===== config.mk =====
export PLATFORM = sky130hd
export DESIGN_NAME = crie_top
export DESIGN_NICKNAME = d
export VERILOG_FILES = /design/src/crie_pkg.sv /design/src/crie_top.sv
export SDC_FILE = /design/constraint.sdc
export NUM_CORES = 1
export LEC_CHECK = 0
export ABC_CLOCK_PERIOD_IN_PS = 1550
export BUFFER_PORTS_ARGS = -buffer_cell sky130_fd_sc_hd__buf_2
export CORE_AREA = 10 10 75 77
export CTS_CLUSTER_SIZE = 28
export DETAILED_ROUTE_END_ITERATION = 10
export DIE_AREA = 0 0 85 87
export GPL_TIMING_DRIVEN = 0
export PLACE_DENSITY = 0.67
export SKIP_LAST_GASP = 1
export SLEW_MARGIN = 30
export SYNTH_ARGS = -nofsm -noshare
export SYNTH_HDL_FRONTEND = slang
export SYNTH_SLANG_ARGS = --single-unit

===== constraint.sdc =====
create_clock -name clk -period 1.55 [get_ports clk]
set_input_delay 0.155 -clock clk [delete_from_list [all_inputs] [get_ports clk]]
set_output_delay 0.155 -clock clk [all_outputs]
set_load 0.02 [all_outputs]

===== src/crie_pkg.sv =====
/*
 * Constants, register map and carrier types for the CAN receiver interrupt enable block.
 * Assumes a single 40 MHz clock domain shared with the protocol engine.
 */
package crie_pkg;
    // ==========================================================
    // register bus
    localparam int ADDR_W = 3;
    localparam int DATA_W = 8;
    localparam logic [2:0] OFS_RX_EN = 3'h0;
    localparam logic [2:0] OFS_FLAGS = 3'h1;
    localparam logic [2:0] OFS_TX_EN = 3'h2;
    localparam logic [2:0] OFS_TX_EMPTY = 3'h3;
    localparam logic [2:0] OFS_CTRL = 3'h4;
    // ==========================================================
    // field positions, shared by enable and flag registers; BIT_WFE is in the control register
    localparam int BIT_WAKE = 7;
    localparam int BIT_CSC = 6;
    localparam int RXS_HI = 5;
    localparam int RXS_LO = 4;
    localparam int TXS_HI = 3;
    localparam int TXS_LO = 2;
    localparam int BIT_OVR = 1;
    localparam int BIT_RXF = 0;
    localparam int BIT_WFE = 0;
    localparam logic [7:0] W1C_MASK = 8'hC3;
    localparam logic [7:0] EN_RST = 8'h00;
    localparam logic [7:0] FLAGS_RST = 8'h00;
    localparam logic [7:0] ZERO_BYTE = 8'h00;
    // ==========================================================
    // error state codes and sensitivity levels
    localparam logic [1:0] ST_OK = 2'h0;
    localparam logic [1:0] ST_WARN = 2'h1;
    localparam logic [1:0] ST_ERR = 2'h2;
    localparam logic [1:0] ST_BUS_OFF = 2'h3;
    localparam logic [1:0] SENS_NEVER = 2'h0;
    localparam logic [1:0] SENS_BUS_OFF = 2'h1;
    localparam logic [1:0] SENS_ERR = 2'h2;
    localparam logic [1:0] SENS_ALL = 2'h3;
    // ==========================================================
    // one-cycle event pulses from the protocol engine
    typedef struct packed {
        logic wake;
        logic overrun;
        logic rx_full;
    } crie_event_type;
endpackage


===== src/crie_top.sv =====
/*
 * CAN receiver interrupt enable logic: enable register, sticky event flags with
 * state flag capture, interrupt request outputs and the wake-up recovery request.
 * Assumes event pulses and state codes come from logic on the same clock, and a bus
 * master that never issues read and write strobes together.
 */
`timescale 1ns/1ps

// How it works
// - wake-up event flag with enable bit 7 set raises the wake-up request.
// - status-change flag with enable bit 6 set raises the error request.
// - receiver sensitivity bits 5-4 pick which receiver changes set status-change.
// - transmitter sensitivity bits 3-2 pick which transmitter changes set status-change.
// - receiver state flags track actual state, frozen while status-change is pending.
// - transmitter state flags track actual state, frozen while status-change is pending.
// - overrun flag with enable bit 1 set raises the error request.
// - receive-full flag with enable bit 0 set raises the receiver request.
// - stop or wait recovery only when wake enable and wake function both set.
// - transmitter leaving bus-off to OK forces the receiver state to OK.
// - each transmit empty flag has its own enable gating the transmit request.
module crie_top #(
    parameter int NTX = 3
) (
    input wire logic clk,
    input wire logic rst,
    input wire logic ce,
    input wire logic [crie_pkg::ADDR_W-1:0] addr,
    input wire logic [crie_pkg::DATA_W-1:0] wdata,
    input wire logic wr,
    input wire logic rd,
    output logic [crie_pkg::DATA_W-1:0] rdata,
    input wire crie_pkg::crie_event_type events,
    input wire logic [1:0] rx_state_code,
    input wire logic [1:0] tx_state_code,
    input wire logic [NTX-1:0] tx_empty,
    output logic wake_irq,
    output logic err_irq,
    output logic rx_irq,
    output logic tx_irq,
    output logic irq,
    output logic wake_recover
);

    // ==========================================================
    // sensitivity decode, used for receiver and transmitter
    function automatic logic sens_hit(input logic [1:0] sens, input logic [1:0] old_c,
                                      input logic [1:0] new_c);
        logic hit;
        hit = 1'b0;
        unique case (sens)
            crie_pkg::SENS_NEVER: hit = 1'b0;
            crie_pkg::SENS_BUS_OFF:
                hit = (old_c == crie_pkg::ST_BUS_OFF) != (new_c == crie_pkg::ST_BUS_OFF);
            crie_pkg::SENS_ERR: hit = (old_c >= crie_pkg::ST_ERR) != (new_c >= crie_pkg::ST_ERR);
            crie_pkg::SENS_ALL: hit = (old_c != new_c);
        endcase
        return hit;
    endfunction

    // ==========================================================
    // state
    logic [7:0] en_ff;
    logic [7:0] nxt_en;
    logic [7:0] stat_ff;
    logic [7:0] nxt_stat;
    logic [NTX-1:0] tx_en_ff;
    logic [NTX-1:0] nxt_tx_en;
    logic wfe_ff;
    logic nxt_wfe;
    logic [7:0] rdata_ff;
    logic [7:0] nxt_rdata;
    logic wake_irq_ff;
    logic nxt_wake_irq;
    logic err_irq_ff;
    logic nxt_err_irq;
    logic rx_irq_ff;
    logic nxt_rx_irq;
    logic tx_irq_ff;
    logic nxt_tx_irq;
    logic irq_ff;
    logic nxt_irq;
    logic recover_ff;
    logic nxt_recover;

    logic [7:0] clr;
    logic [7:0] set;
    logic [1:0] rx_eff;
    logic rx_hit;
    logic tx_hit;
    logic upd;

    // ==========================================================
    // next-state logic
    always_comb
    begin
        nxt_en = en_ff;
        nxt_tx_en = tx_en_ff;
        nxt_wfe = wfe_ff;
        clr = crie_pkg::ZERO_BYTE;
        if (wr)
        begin
            case (addr)
                crie_pkg::OFS_RX_EN: nxt_en = wdata;
                crie_pkg::OFS_FLAGS: clr = wdata & crie_pkg::W1C_MASK;
                crie_pkg::OFS_TX_EN: nxt_tx_en = wdata[NTX-1:0];
                crie_pkg::OFS_CTRL: nxt_wfe = wdata[crie_pkg::BIT_WFE];
                default: nxt_wfe = wfe_ff;
            endcase
        end
        // receiver skips to OK when transmitter recovers from bus-off
        if (stat_ff[crie_pkg::TXS_HI:crie_pkg::TXS_LO] == crie_pkg::ST_BUS_OFF &&
            tx_state_code == crie_pkg::ST_OK)
        begin
            rx_eff = crie_pkg::ST_OK;
        end
        else
        begin
            rx_eff = rx_state_code;
        end
        rx_hit = sens_hit(en_ff[crie_pkg::RXS_HI:crie_pkg::RXS_LO],
                          stat_ff[crie_pkg::RXS_HI:crie_pkg::RXS_LO], rx_eff);
        tx_hit = sens_hit(en_ff[crie_pkg::TXS_HI:crie_pkg::TXS_LO],
                          stat_ff[crie_pkg::TXS_HI:crie_pkg::TXS_LO], tx_state_code);
        upd = !stat_ff[crie_pkg::BIT_CSC];
        set = crie_pkg::ZERO_BYTE;
        set[crie_pkg::BIT_WAKE] = events.wake;
        set[crie_pkg::BIT_CSC] = upd && (rx_hit || tx_hit);
        set[crie_pkg::BIT_OVR] = events.overrun;
        set[crie_pkg::BIT_RXF] = events.rx_full;
        // set wins over a same-cycle clear
        nxt_stat = (stat_ff & ~clr) | set;
        if (upd)
        begin
            nxt_stat[crie_pkg::RXS_HI:crie_pkg::RXS_LO] = rx_eff;
            nxt_stat[crie_pkg::TXS_HI:crie_pkg::TXS_LO] = tx_state_code;
        end
        nxt_wake_irq = nxt_stat[crie_pkg::BIT_WAKE] & nxt_en[crie_pkg::BIT_WAKE];
        nxt_err_irq = (nxt_stat[crie_pkg::BIT_CSC] & nxt_en[crie_pkg::BIT_CSC]) |
                      (nxt_stat[crie_pkg::BIT_OVR] & nxt_en[crie_pkg::BIT_OVR]);
        nxt_rx_irq = nxt_stat[crie_pkg::BIT_RXF] & nxt_en[crie_pkg::BIT_RXF];
        nxt_tx_irq = |(tx_empty & nxt_tx_en);
        nxt_irq = nxt_wake_irq | nxt_err_irq | nxt_rx_irq | nxt_tx_irq;
        nxt_recover = nxt_wake_irq & nxt_wfe;
        nxt_rdata = crie_pkg::ZERO_BYTE;
        if (rd)
        begin
            case (addr)
                crie_pkg::OFS_RX_EN: nxt_rdata = en_ff;
                crie_pkg::OFS_FLAGS: nxt_rdata = stat_ff;
                crie_pkg::OFS_TX_EN: nxt_rdata[NTX-1:0] = tx_en_ff;
                crie_pkg::OFS_TX_EMPTY: nxt_rdata[NTX-1:0] = tx_empty;
                crie_pkg::OFS_CTRL: nxt_rdata = {7'h00, wfe_ff};
                default: nxt_rdata = crie_pkg::ZERO_BYTE;
            endcase
        end
    end

    // ==========================================================
    // registers
    always_ff @(posedge clk)
    begin
        if (rst)
        begin
            en_ff <= crie_pkg::EN_RST;
            stat_ff <= crie_pkg::FLAGS_RST;
            tx_en_ff <= '0;
            wfe_ff <= 1'b0;
            rdata_ff <= crie_pkg::ZERO_BYTE;
            wake_irq_ff <= 1'b0;
            err_irq_ff <= 1'b0;
            rx_irq_ff <= 1'b0;
            tx_irq_ff <= 1'b0;
            irq_ff <= 1'b0;
            recover_ff <= 1'b0;
        end
        else if (ce)
        begin
            en_ff <= nxt_en;
            stat_ff <= nxt_stat;
            tx_en_ff <= nxt_tx_en;
            wfe_ff <= nxt_wfe;
            rdata_ff <= nxt_rdata;
            wake_irq_ff <= nxt_wake_irq;
            err_irq_ff <= nxt_err_irq;
            rx_irq_ff <= nxt_rx_irq;
            tx_irq_ff <= nxt_tx_irq;
            irq_ff <= nxt_irq;
            recover_ff <= nxt_recover;
        end
    end

    assign rdata = rdata_ff;
    assign wake_irq = wake_irq_ff;
    assign err_irq = err_irq_ff;
    assign rx_irq = rx_irq_ff;
    assign tx_irq = tx_irq_ff;
    assign irq = irq_ff;
    assign wake_recover = recover_ff;

    // ==========================================================
    // checks
    AST_WAKE_IRQ:
    assert property (@(posedge clk) disable iff (rst)
        wake_irq == (stat_ff[crie_pkg::BIT_WAKE] && en_ff[crie_pkg::BIT_WAKE]))
    else $error("wake request does not match flag and enable");

    AST_CSC_ERR_IRQ:
    assert property (@(posedge clk) disable iff (rst)
        (stat_ff[crie_pkg::BIT_CSC] && en_ff[crie_pkg::BIT_CSC]) |-> err_irq)
    else $error("pending status change with enable gives no error request");

    AST_NO_SENS:
    assert property (@(posedge clk) disable iff (rst)
        (ce && en_ff[crie_pkg::RXS_HI:crie_pkg::RXS_LO] == crie_pkg::SENS_NEVER &&
         en_ff[crie_pkg::TXS_HI:crie_pkg::TXS_LO] == crie_pkg::SENS_NEVER &&
         !stat_ff[crie_pkg::BIT_CSC]) |=> !stat_ff[crie_pkg::BIT_CSC])
    else $error("status change set with both sensitivities off");

    AST_TX_BUS_OFF_SENS:
    assert property (@(posedge clk) disable iff (rst)
        (ce && !stat_ff[crie_pkg::BIT_CSC] &&
         en_ff[crie_pkg::TXS_HI:crie_pkg::TXS_LO] == crie_pkg::SENS_BUS_OFF &&
         stat_ff[crie_pkg::TXS_HI:crie_pkg::TXS_LO] == crie_pkg::ST_OK &&
         tx_state_code == crie_pkg::ST_BUS_OFF) |=> stat_ff[crie_pkg::BIT_CSC])
    else $error("transmitter bus-off entry missed");

    AST_RX_HOLD:
    assert property (@(posedge clk) disable iff (rst)
        (ce && stat_ff[crie_pkg::BIT_CSC]) |=> $stable(stat_ff[crie_pkg::RXS_HI:crie_pkg::RXS_LO]))
    else $error("receiver flags changed while status change pending");

    AST_TX_TRACK:
    assert property (@(posedge clk) disable iff (rst)
        (ce && !stat_ff[crie_pkg::BIT_CSC]) |=>
        stat_ff[crie_pkg::TXS_HI:crie_pkg::TXS_LO] == $past(tx_state_code))
    else $error("transmitter flags do not track state");

    AST_OVR_ERR_IRQ:
    assert property (@(posedge clk) disable iff (rst)
        (stat_ff[crie_pkg::BIT_OVR] && en_ff[crie_pkg::BIT_OVR]) |-> err_irq)
    else $error("overrun with enable gives no error request");

    AST_RX_IRQ:
    assert property (@(posedge clk) disable iff (rst)
        rx_irq == (stat_ff[crie_pkg::BIT_RXF] && en_ff[crie_pkg::BIT_RXF]))
    else $error("receiver request does not match flag and enable");

    AST_RECOVER:
    assert property (@(posedge clk) disable iff (rst)
        wake_recover |-> (wfe_ff && en_ff[crie_pkg::BIT_WAKE] && stat_ff[crie_pkg::BIT_WAKE]))
    else $error("recovery without both wake enables");

    AST_RX_FORCE:
    assert property (@(posedge clk) disable iff (rst)
        (ce && !stat_ff[crie_pkg::BIT_CSC] &&
         stat_ff[crie_pkg::TXS_HI:crie_pkg::TXS_LO] == crie_pkg::ST_BUS_OFF &&
         tx_state_code == crie_pkg::ST_OK) |=>
        stat_ff[crie_pkg::RXS_HI:crie_pkg::RXS_LO] == crie_pkg::ST_OK)
    else $error("receiver not forced to OK on bus-off recovery");

    AST_TX_IRQ:
    assert property (@(posedge clk) disable iff (rst)
        ce |=> (tx_irq == (|($past(tx_empty) & tx_en_ff))))
    else $error("transmit request does not follow empty flags and enables");

    AST_IRQ_DROP:
    assert property (@(posedge clk) disable iff (rst)
        $fell(rx_irq) |-> (!stat_ff[crie_pkg::BIT_RXF] || !en_ff[crie_pkg::BIT_RXF]))
    else $error("receiver request dropped while flag and enable set");

    AST_ERR_IRQ_EXACT:
    assert property (@(posedge clk) disable iff (rst)
        err_irq == ((stat_ff[crie_pkg::BIT_CSC] && en_ff[crie_pkg::BIT_CSC]) ||
                    (stat_ff[crie_pkg::BIT_OVR] && en_ff[crie_pkg::BIT_OVR])))
    else $error("error request does not match flags and enables");

    AST_IRQ_OR:
    assert property (@(posedge clk) disable iff (rst)
        irq == (wake_irq || err_irq || rx_irq || tx_irq))
    else $error("summary request is not the OR of the four requests");

    AST_RECOVER_SET:
    assert property (@(posedge clk) disable iff (rst)
        wake_recover == (wake_irq && wfe_ff))
    else $error("recovery request does not follow wake request and function enable");

    AST_RX_TRACK:
    assert property (@(posedge clk) disable iff (rst)
        (ce && !stat_ff[crie_pkg::BIT_CSC] &&
         stat_ff[crie_pkg::TXS_HI:crie_pkg::TXS_LO] != crie_pkg::ST_BUS_OFF) |=>
        stat_ff[crie_pkg::RXS_HI:crie_pkg::RXS_LO] == $past(rx_state_code))
    else $error("receiver flags do not track state");

    AST_TX_HOLD:
    assert property (@(posedge clk) disable iff (rst)
        (ce && stat_ff[crie_pkg::BIT_CSC]) |=> $stable(stat_ff[crie_pkg::TXS_HI:crie_pkg::TXS_LO]))
    else $error("transmitter flags changed while status change pending");

    AST_RX_BUS_OFF_SENS:
    assert property (@(posedge clk) disable iff (rst)
        (ce && !stat_ff[crie_pkg::BIT_CSC] &&
         en_ff[crie_pkg::RXS_HI:crie_pkg::RXS_LO] == crie_pkg::SENS_BUS_OFF &&
         stat_ff[crie_pkg::RXS_HI:crie_pkg::RXS_LO] == crie_pkg::ST_OK &&
         stat_ff[crie_pkg::TXS_HI:crie_pkg::TXS_LO] != crie_pkg::ST_BUS_OFF &&
         rx_state_code == crie_pkg::ST_BUS_OFF) |=> stat_ff[crie_pkg::BIT_CSC])
    else $error("receiver bus-off entry missed");

    AST_WAKE_STICKY:
    assert property (@(posedge clk) disable iff (rst)
        (ce && events.wake) |=> stat_ff[crie_pkg::BIT_WAKE])
    else $error("wake event did not set its flag");

    AST_FLAG_HOLD:
    assert property (@(posedge clk) disable iff (rst)
        (ce && stat_ff[crie_pkg::BIT_RXF] &&
         !(wr && addr == crie_pkg::OFS_FLAGS && wdata[crie_pkg::BIT_RXF])) |=>
        stat_ff[crie_pkg::BIT_RXF])
    else $error("receive-full flag dropped without a clear");

endmodule


**Yosys cells after proc, flatten, opt, wreduce, memory -nomap -nowiden**

Cells that the tools add are included.

- Eq/ne operators: 20
- Bitwise gates (word level): 13
- Reduce and logical (&&, ||, !) cells: 10
- Multiplexer cells: 15
- $lt $le $gt $ge: 4

Operators by type and width:

| cell | number |
|---|---|
| 8-bit 2-to-1 mux | 5 |
| 2-bit equality test, second input constant | 8 |
| 3-bit one-hot mux with 5 select lines | 1 |
| 5-bit one-hot mux with 2 select lines | 1 |
| 8-bit AND | 1 |
| 2-bit >= comparator, second input constant | 4 |
| 8-bit inverter | 1 |
| 8-bit OR | 1 |
| 1-bit one-hot mux with 4 select lines | 2 |
| 3-bit by 2-bit equality test with 1-bit output, second input constant | 2 |
| 2-bit logical NOT | 3 |
| 3-bit 2-to-1 mux | 2 |
| 1-bit AND | 5 |
| 2-bit by 1-bit equality test with 1-bit output, second input constant | 2 |
| 4-bit 2-to-1 mux | 1 |
| 1-bit != test | 4 |
| 2-bit != test | 2 |
| 1-bit OR | 4 |
| 3-bit AND | 1 |
| 3-bit by 1-bit equality test with 1-bit output, second input constant | 1 |
| 3-bit equality test, second input constant | 1 |
| 3-bit logical NOT | 1 |
| 3-bit AND reduction | 1 |
| 3-bit OR reduction | 1 |
| 5 further kinds | 7 |

- Word-level logic and storage cells: 74
- Register bits after elaboration: 34
- Output and inout bits: 14
- Bits of input ports: 26

**Longest topological paths before layout**

Gate-level depths: netlist (run 1).

- Depth after elaboration: 14
- Depth in mapped cells: 7
- Depth with buffers taken out: 5

**Least setup slack after synthesis (run 1)**

Ideal clock, no wire load.

- Path type: input-to-reg
- Start point: in addr[1] in the netlist's numbering
- End point: reg irq_ff (netlist: irq)
- Path buffers: 1
- Required time: 1.415 ns
- Library setup time: 0.135 ns
- Data arrival time: 1.434 ns
- Cell stages on the path: 6
- Slack: -0.018 ns
- Cells stage by stage: buf_4 nor4b_4 mux2_2 o21a_1 nor4_1 a311oi_1

- Cells in the longest elaborated chain, start to end: 11
- Elaborated cells between the ends (all ways): 22
- Those cells by class: eq/ne (2); mux (6); bitwise (12); reduce/logical (2)

RTL lines:

| what | RTL line | RTL |
|---|---|---|
| from (decl) | crie_top.sv:27 | `input wire logic [crie_pkg::ADDR_W-1:0] addr,` |
| 3-bit by 1-bit equality test with 1-bit output | crie_top.sv:102 | `case (addr)` |
| 8-bit 2-to-1 mux | crie_top.sv:102 |  |
| 8-bit 2-to-1 mux | crie_top.sv:100 | `if (wr)` |
| 8-bit inverter | crie_top.sv:131 | `nxt_stat = (stat_ff & ~clr) \| set;` |
| 8-bit AND | crie_top.sv:131 |  |
| 8-bit OR | crie_top.sv:131 |  |
| 1-bit AND (on tied branches) | crie_top.sv:138, crie_top.sv:139 |  |
| 1-bit OR | crie_top.sv:138 | `nxt_err_irq = (nxt_stat[crie_pkg::BIT_CSC] & nxt_en[crie_pkg::BIT_CSC]) \|` |
| 1-bit OR (2 in series) | crie_top.sv:142 | `nxt_irq = nxt_wake_irq \| nxt_err_irq \| nxt_rx_irq \| nxt_tx_irq;` |
| 1-bit OR (*) | crie_top.sv:142 |  |
| to (signal assigned) | crie_top.sv:187 | `irq_ff <= nxt_irq;` |
| to (decl) | crie_top.sv:80 | `logic irq_ff;` |

Every way passes the cells marked *; elsewhere a longest branch is shown, timed or not.
A chain may end at the register's enable or synchronous reset.

**Worst setup path in the final report (run 1)**

- Start point: in addr[2] in the netlist's numbering
- End point: reg irq_ff (netlist: irq)

Same word-level chain as after synthesis.

==> out/metrics.csv, run 1 <==
stage;metric;value;unit
status;outcome;completed;
sta;worst_slew_margin_rel;0.5621;
synth;ys_seq_area_frac;0.3869;
synth;async_flop_share;0;
synth;synth_ff_type;dfxtp_1;
global_routing;grt_pass1_vias;1655;
clocking;root_buffer;clkbuf_8;
route;routed_via_density;5.546;
worst_hold_path;holdPathEnd;en_ff[5];
layout;area_growth_syn_to_layout;22.40;%
sta;finalCritPeriodShare;0.9665;
floorplan;die-area;7395;µm²
clocking;clkTransAtPathRegs;0.07;ns
setup_path;r2r-end;irq;
clocking;cts_buffers;5;
place;dpl.cell_count;297;
clocking;cts_sinks;34;
floorplan;die_x;85;µm
route;drtPass1Iterations;5;
route;drt_drc_violations_left;0;
power_and_ir_drop;powerDensity;849.3;nW/µm²
setup_path;timing.rr.start;stat_ff[4];
synth;synth_most_common_cell;dfxtp_1;
synth;avgSynthCellArea;8.417;µm²
setup_path;start_kind;input pin;
clocking;cts_tree;yes;
synth;synth-edff-count;0;
global_routing;grt_max_degree;11;
setup_path;crit_path_end_kind;register;
sta;setup_viol;0;
power_and_ir_drop;leakagePower;0.8204;nW
setup_path;rr_worst_depth;5;
synth;ys_types;36;
floorplan;core_area;4234;µm²
clocking;htree_levels;2;
place;dpl.hpwl;3685;µm
floorplan;io_pins;40;
floorplan;die_height;87;µm
layout;multiInputGateArea;1042;µm²
sta;finalHoldViolations;0;
sta;min_period;1.498;ns
setup_path;crit_arrival;1.66;ns
worst_hold_path;min_path_type;in2reg;
clocking;cts_buffer_depth;2;
global_routing;grt_pass1_wl;8142;µm
synth;synth_area_leaders;dfxtp_1 39%, nand3_1 6.8%, nand2_1 6.4%, a21oi_1 6.3%, mux2_2 4.5%;
layout;fin_nets;279;
route;vias;1697;
global_routing;overflow;0;
global_routing;antenna_found_initial;0;
clocking;holdBufCountCts;0;
synth;synth_commonest_cells;34 x dfxtp_1, 30 x nand2_1, 24 x nand3_1, 22 x a21oi_1, 19 x nor2_1;
power_and_ir_drop;peakVddDrop;611.9;µV
worst_hold_path;holdPathStages;3;
worst_hold_path;holdCritStartpoint;wdata[5];
layout;register_area;686.9;µm²
sta;slew_violations;0;
layout;drive_above_1_share;0.2913;
synth;synth_top_cell_by_area;dfxtp_1;
setup_path;reg2reg_slack;0.10;ns
route;drtAntennaViolNets;0;
sta;rsz0062_at_grt;yes;
setup_path;path_class;in2reg;
layout;antenna_cells;0;
sta;holdWs;0.1336;ns
layout;num-fill-cells;424;
synth;synth.cell_area;1759;µm²
flow_run;max-cap-violations;0;
floorplan;row_count;24;
sta;skew;0.005462;ns
synth;synth_seq_cells;34;
global_routing;gr-usage-all-layers;0.1330;
synth;yosysWarningCount;0;
sta;worstMarginPinSlew;0.6555;ns
layout;stdcell_count;306;
setup_path;cp_max_fo;7;
place;gp_congestion;0.8791;
clocking;clock_latency;0.29;ns
place;portBuffers;36;
setup_path;required;1.71;ns
synth;synth_nets;235;
route;wl_per_cell;16.46;µm
route;drtIter0Drc;138;
route;drt-total-wl;5037;µm
floorplan;floorplan.initialDensity;0.4155;
sta;max_freq;667.5;MHz
synth;synth_cells;209;
synth;synth_top_area_share;0.3869;
## critical path: stages
cell and delay [ns]:
buf_2 0.14, nor4b_4 0.36, mux2_2 0.37, o21a_1 0.15, nor4_4 0.34, a311oi_2 0.14
## how the worst max path moves through the flow
stage | to | from | depth (start not counted) | slack [ns]
finish | irq | addr[2] | 6 | 0.05
global route | irq | addr[2] | 7 | -0.03
CTS | irq | addr[2] | 6 | 0.002
detailed placement | irq | addr[2] | 6 | -0.42
global placement | irq | addr[2] | 6 | -0.42
floorplan | irq | addr[1] | 6 | -0.02
## cell usage in the layout, fill, tap and decap left out, types with 4 or more instances in the layout
cell,netlist,final
buf_2,1,37
nand2_1,30,30
dfxtp_1,34,29
nand3_1,24,24
a21oi_1,22,22
nor2_1,19,19
clkbuf_1,9,10
a22oi_1,8,8
o21ai_0,8,7
mux2i_1,7,7
mux2_2,7,7
clkbuf_8,0,6
inv_1,5,5
dfxtp_2,0,5
buf_4,3,4
## sequential cells by signal, summed over array words and instances (netlist names)
| name | flops |
|---|---|
| wfe_ff | 1 |
| tx_en_ff | 3 |
| err_irq | 1 |
| rdata | 8 |
| wake_irq | 1 |
| en_ff | 8 |
| irq | 1 |
| stat_ff | 8 |
| wake_recover | 1 |
| tx_irq | 1 |
| rx_irq | 1 |
## layer usage
metal	vias up	part of all wire	track usage
met2	38	0.49	0.2139
met5	-	0	0
met1	807	0.45	0.1671
met3	8	0.053	0.03745
li1	844	-	-
met4	0	0.014	0.04192
## through the flow
| stage | utilization | cell area [µm²] | worst slack (ns) | TNS (ns) | total power [mW] |
|---|---|---|---|---|---|
| floorplan | - | 1759 | -0.01848 | -0.01848 | 1.061 |
| global placement | 0.4734 | 2004 | -0.4244 | -0.5317 | 1.151 |
| detailed placement | 0.4734 | 2004 | -0.4205 | -0.5480 | 1.154 |
| CTS | 0.4970 | 2105 | 0.001595 | 0 | 1.830 |
| global route | 0.5086 | 2153 | -0.02552 | -0.02552 | 1.914 |
| finish | 0.5086 | 2153 | 0.05197 | 0 | 1.829 |
## cells by family after synthesis
kind of cell           synth area share
AO/OA/AOI/OAI                    0.1963
XOR/XNOR                       0.004980
buffers and inverters           0.04552
flip-flops                       0.3869
multiplexers                     0.1230
AND/OR/NAND/NOR                  0.2433
## power breakdown
group | internal, mW | switching (mW)
clock network | 0.358 | 0.324
registers | 0.896 | 0.0208
logic | 0.0951 | 0.134
## what timing repair did
| item | CTS | global route |
|---|---|---|
| pin swaps | 2 | 2 |
| gates resized for setup | 4 | 10 |
| setup endpoints to repair | 3 | 3 |
| setup buffers | 0 | 1 |
| gates cloned | 0 | 0 |
## cell type report
type / count / area share
Inverter: 5 / 0.008716
Sequential cell: 34 / 0.3190
Clock inverter: 1 / 0.002324
Multi-Input combinational cell: 157 / 0.4840
Buffer: 13 / 0.02847
Clock buffer: 7 / 0.04009
Timing Repair Buffer: 37 / 0.08716
Tap cell: 52 / 0.03021
(Power assumes the default switching activity.)
==> run 2, diff against run 1 <==
Settings changed: HOLD_SLACK_MARGIN from default to 0.15.
==> run 2 against run 1 <==
Cell count up 2.0%. Global-route usage barely moved. Sequential power about the same. Critical endpoint unchanged. Largest cell class unchanged. Highest routed layer unchanged.
==> out/metrics.csv, run 2 (synthesized netlist as in run 1, its figures left out) <==
stage;metric;value;unit
global_routing;grt_pass1_vias;1667;
clocking;cts_sinks;34;
global_routing;overflow;0;
place;place_ws;-0.4205;ns
sta;setup_slack;0.06031;ns
clocking;clock_latency;0.29;ns
global_routing;gr-usage-all-layers;0.1334;
global_routing;antenna_found_initial;0;
setup_path;crit_path_end_kind;register;
route;drt-total-wl;5097;µm
layout;final_cell_area;2213;µm²
clocking;clkTransAtPathRegs;0.07;ns
floorplan;die_x;85;µm
setup_path;crit_arrival;1.65;ns
sta;slew_violations;0;
floorplan;core_area;4234;µm²
sta;worstMarginPinSlew;0.6806;ns
layout;final_cell_mix;37 x buf_2, 30 x nand2_1, 29 x dfxtp_1;
power_and_ir_drop;leakagePower;0.8455;nW
worst_hold_path;min_path_type;in2reg;
route;drt_drc_violations_left;0;
route;drtIter0Drc;155;
power_and_ir_drop;power;1.843;mW
sta;max_freq;671.3;MHz
sta;finalCritPeriodShare;0.9611;
route;wl_per_cell;16.34;µm
clocking;root_buffer;clkbuf_8;
route;drtPass1Iterations;4;
floorplan;floorplan.initialDensity;0.4155;
flow_run;max-cap-violations;0;
layout;drive_above_1_share;0.2846;
setup_path;required;1.71;ns
floorplan;io_pins;40;
power_and_ir_drop;peakVddDrop;618.2;µV
floorplan;die_height;87;µm
setup_path;start_kind;input pin;
sta;skew;0.007473;ns
route;routed_via_density;5.516;
floorplan;row_count;24;
sta;worst_slew_margin_rel;0.5453;
setup_path;path_class;in2reg;
sta;setup_viol;0;
power_and_ir_drop;powerDensity;832.6;nW/µm²
global_routing;grt_pass1_wl;8176;µm
layout;final_common_cell;buf_2;
place;gp_congestion;0.8791;
place;placed_area;2004;µm²
clocking;cts_tree;yes;
clocking;cts_buffers;5;
sta;rsz0062_at_grt;yes;
sta;holdWs;0.1542;ns
clocking;htree_levels;2;
layout;antenna_cells;0;
status;outcome;completed;
route;drtAntennaViolNets;0;
sta;finalHoldViolations;0;
place;dpl.hpwl;3685;µm
layout;area_growth_syn_to_layout;25.82;%
sta;min_period;1.490;ns
place;portBuffers;36;
layout;fin_nets;285;
setup_path;cp_max_fo;7;
global_routing;grt_max_degree;11;
route;vias;1721;
floorplan;die-area;7395;µm²
clocking;cts_buffer_depth;2;
## run 2: routing by layer
| metal | track usage | up-vias | share of wire |
|---|---|---|---|
| li1 | - | 857 | - |
| met1 | 0.1682 | 820 | 0.45 |
| met2 | 0.2139 | 37 | 0.49 |
| met3 | 0.03745 | 7 | 0.049 |
| met4 | 0.04192 | 0 | 0.013 |
| met5 | 0 | - | 0 |
## run 2: power breakdown
| group | switching, mW | internal [mW] | total, mW |
|---|---|---|---|
| logic | 0.137 | 0.105 | 0.241 |
| registers | 0.0213 | 0.896 | 0.917 |
| clock network | 0.325 | 0.359 | 0.684 |
| total | 0.483 | 1.36 | 1.84 |
## run 2: through the flow
| step | TNS [ns] | util | cells |
|---|---|---|---|
| finish | 0 | 0.5228 | 312 |
| global route | -0.02552 | 0.5228 | 312 |
| CTS | 0 | 0.5089 | 310 |
| detailed placement | -0.5480 | 0.4734 | 297 |
| global placement | -0.5317 | 0.4734 | 297 |
| floorplan | -0.01848 | - | 209 |
## run 2: path summary, 6_finish.rpt
check,from,end,slack (ns),cells past startpoint
worst max register to register,stat_ff[4],irq,0.10,5
worst min-delay path,wdata[4],en_ff[4],0.15,3
worst min register to register,wake_recover,wake_recover,0.46,2
worst max-delay path,addr[2],irq,0.06,6
## run 2: worst max-delay path: stages
cell,delay (ns)
buf_2,0.14
nor4b_4,0.35
mux2_2,0.38
o21a_1,0.15
nor4_4,0.34
a311oi_2,0.14
## run 2: what timing repair did
item | 4_1_cts | 5_1_grt
setup endpoints to repair | 3 | 3
hold buffers | 5 | 1
endpoints found under the hold margin | 5 | 1
buffers inserted | 0 | 1
pin swaps | 2 | 2
gates resized for setup | 4 | 10
## run 2: final cells by class
type / instances / area [µm²]
fillers: 418 / 2021
multi-input cells: 157 / 1042
flip-flops and latches: 34 / 686.9
repair buffers: 43 / 247.7
clock buffers: 7 / 86.33
well taps: 52 / 65.06
plain buffers: 13 / 61.31
inverters: 5 / 18.77
clock inverters: 1 / 5.005
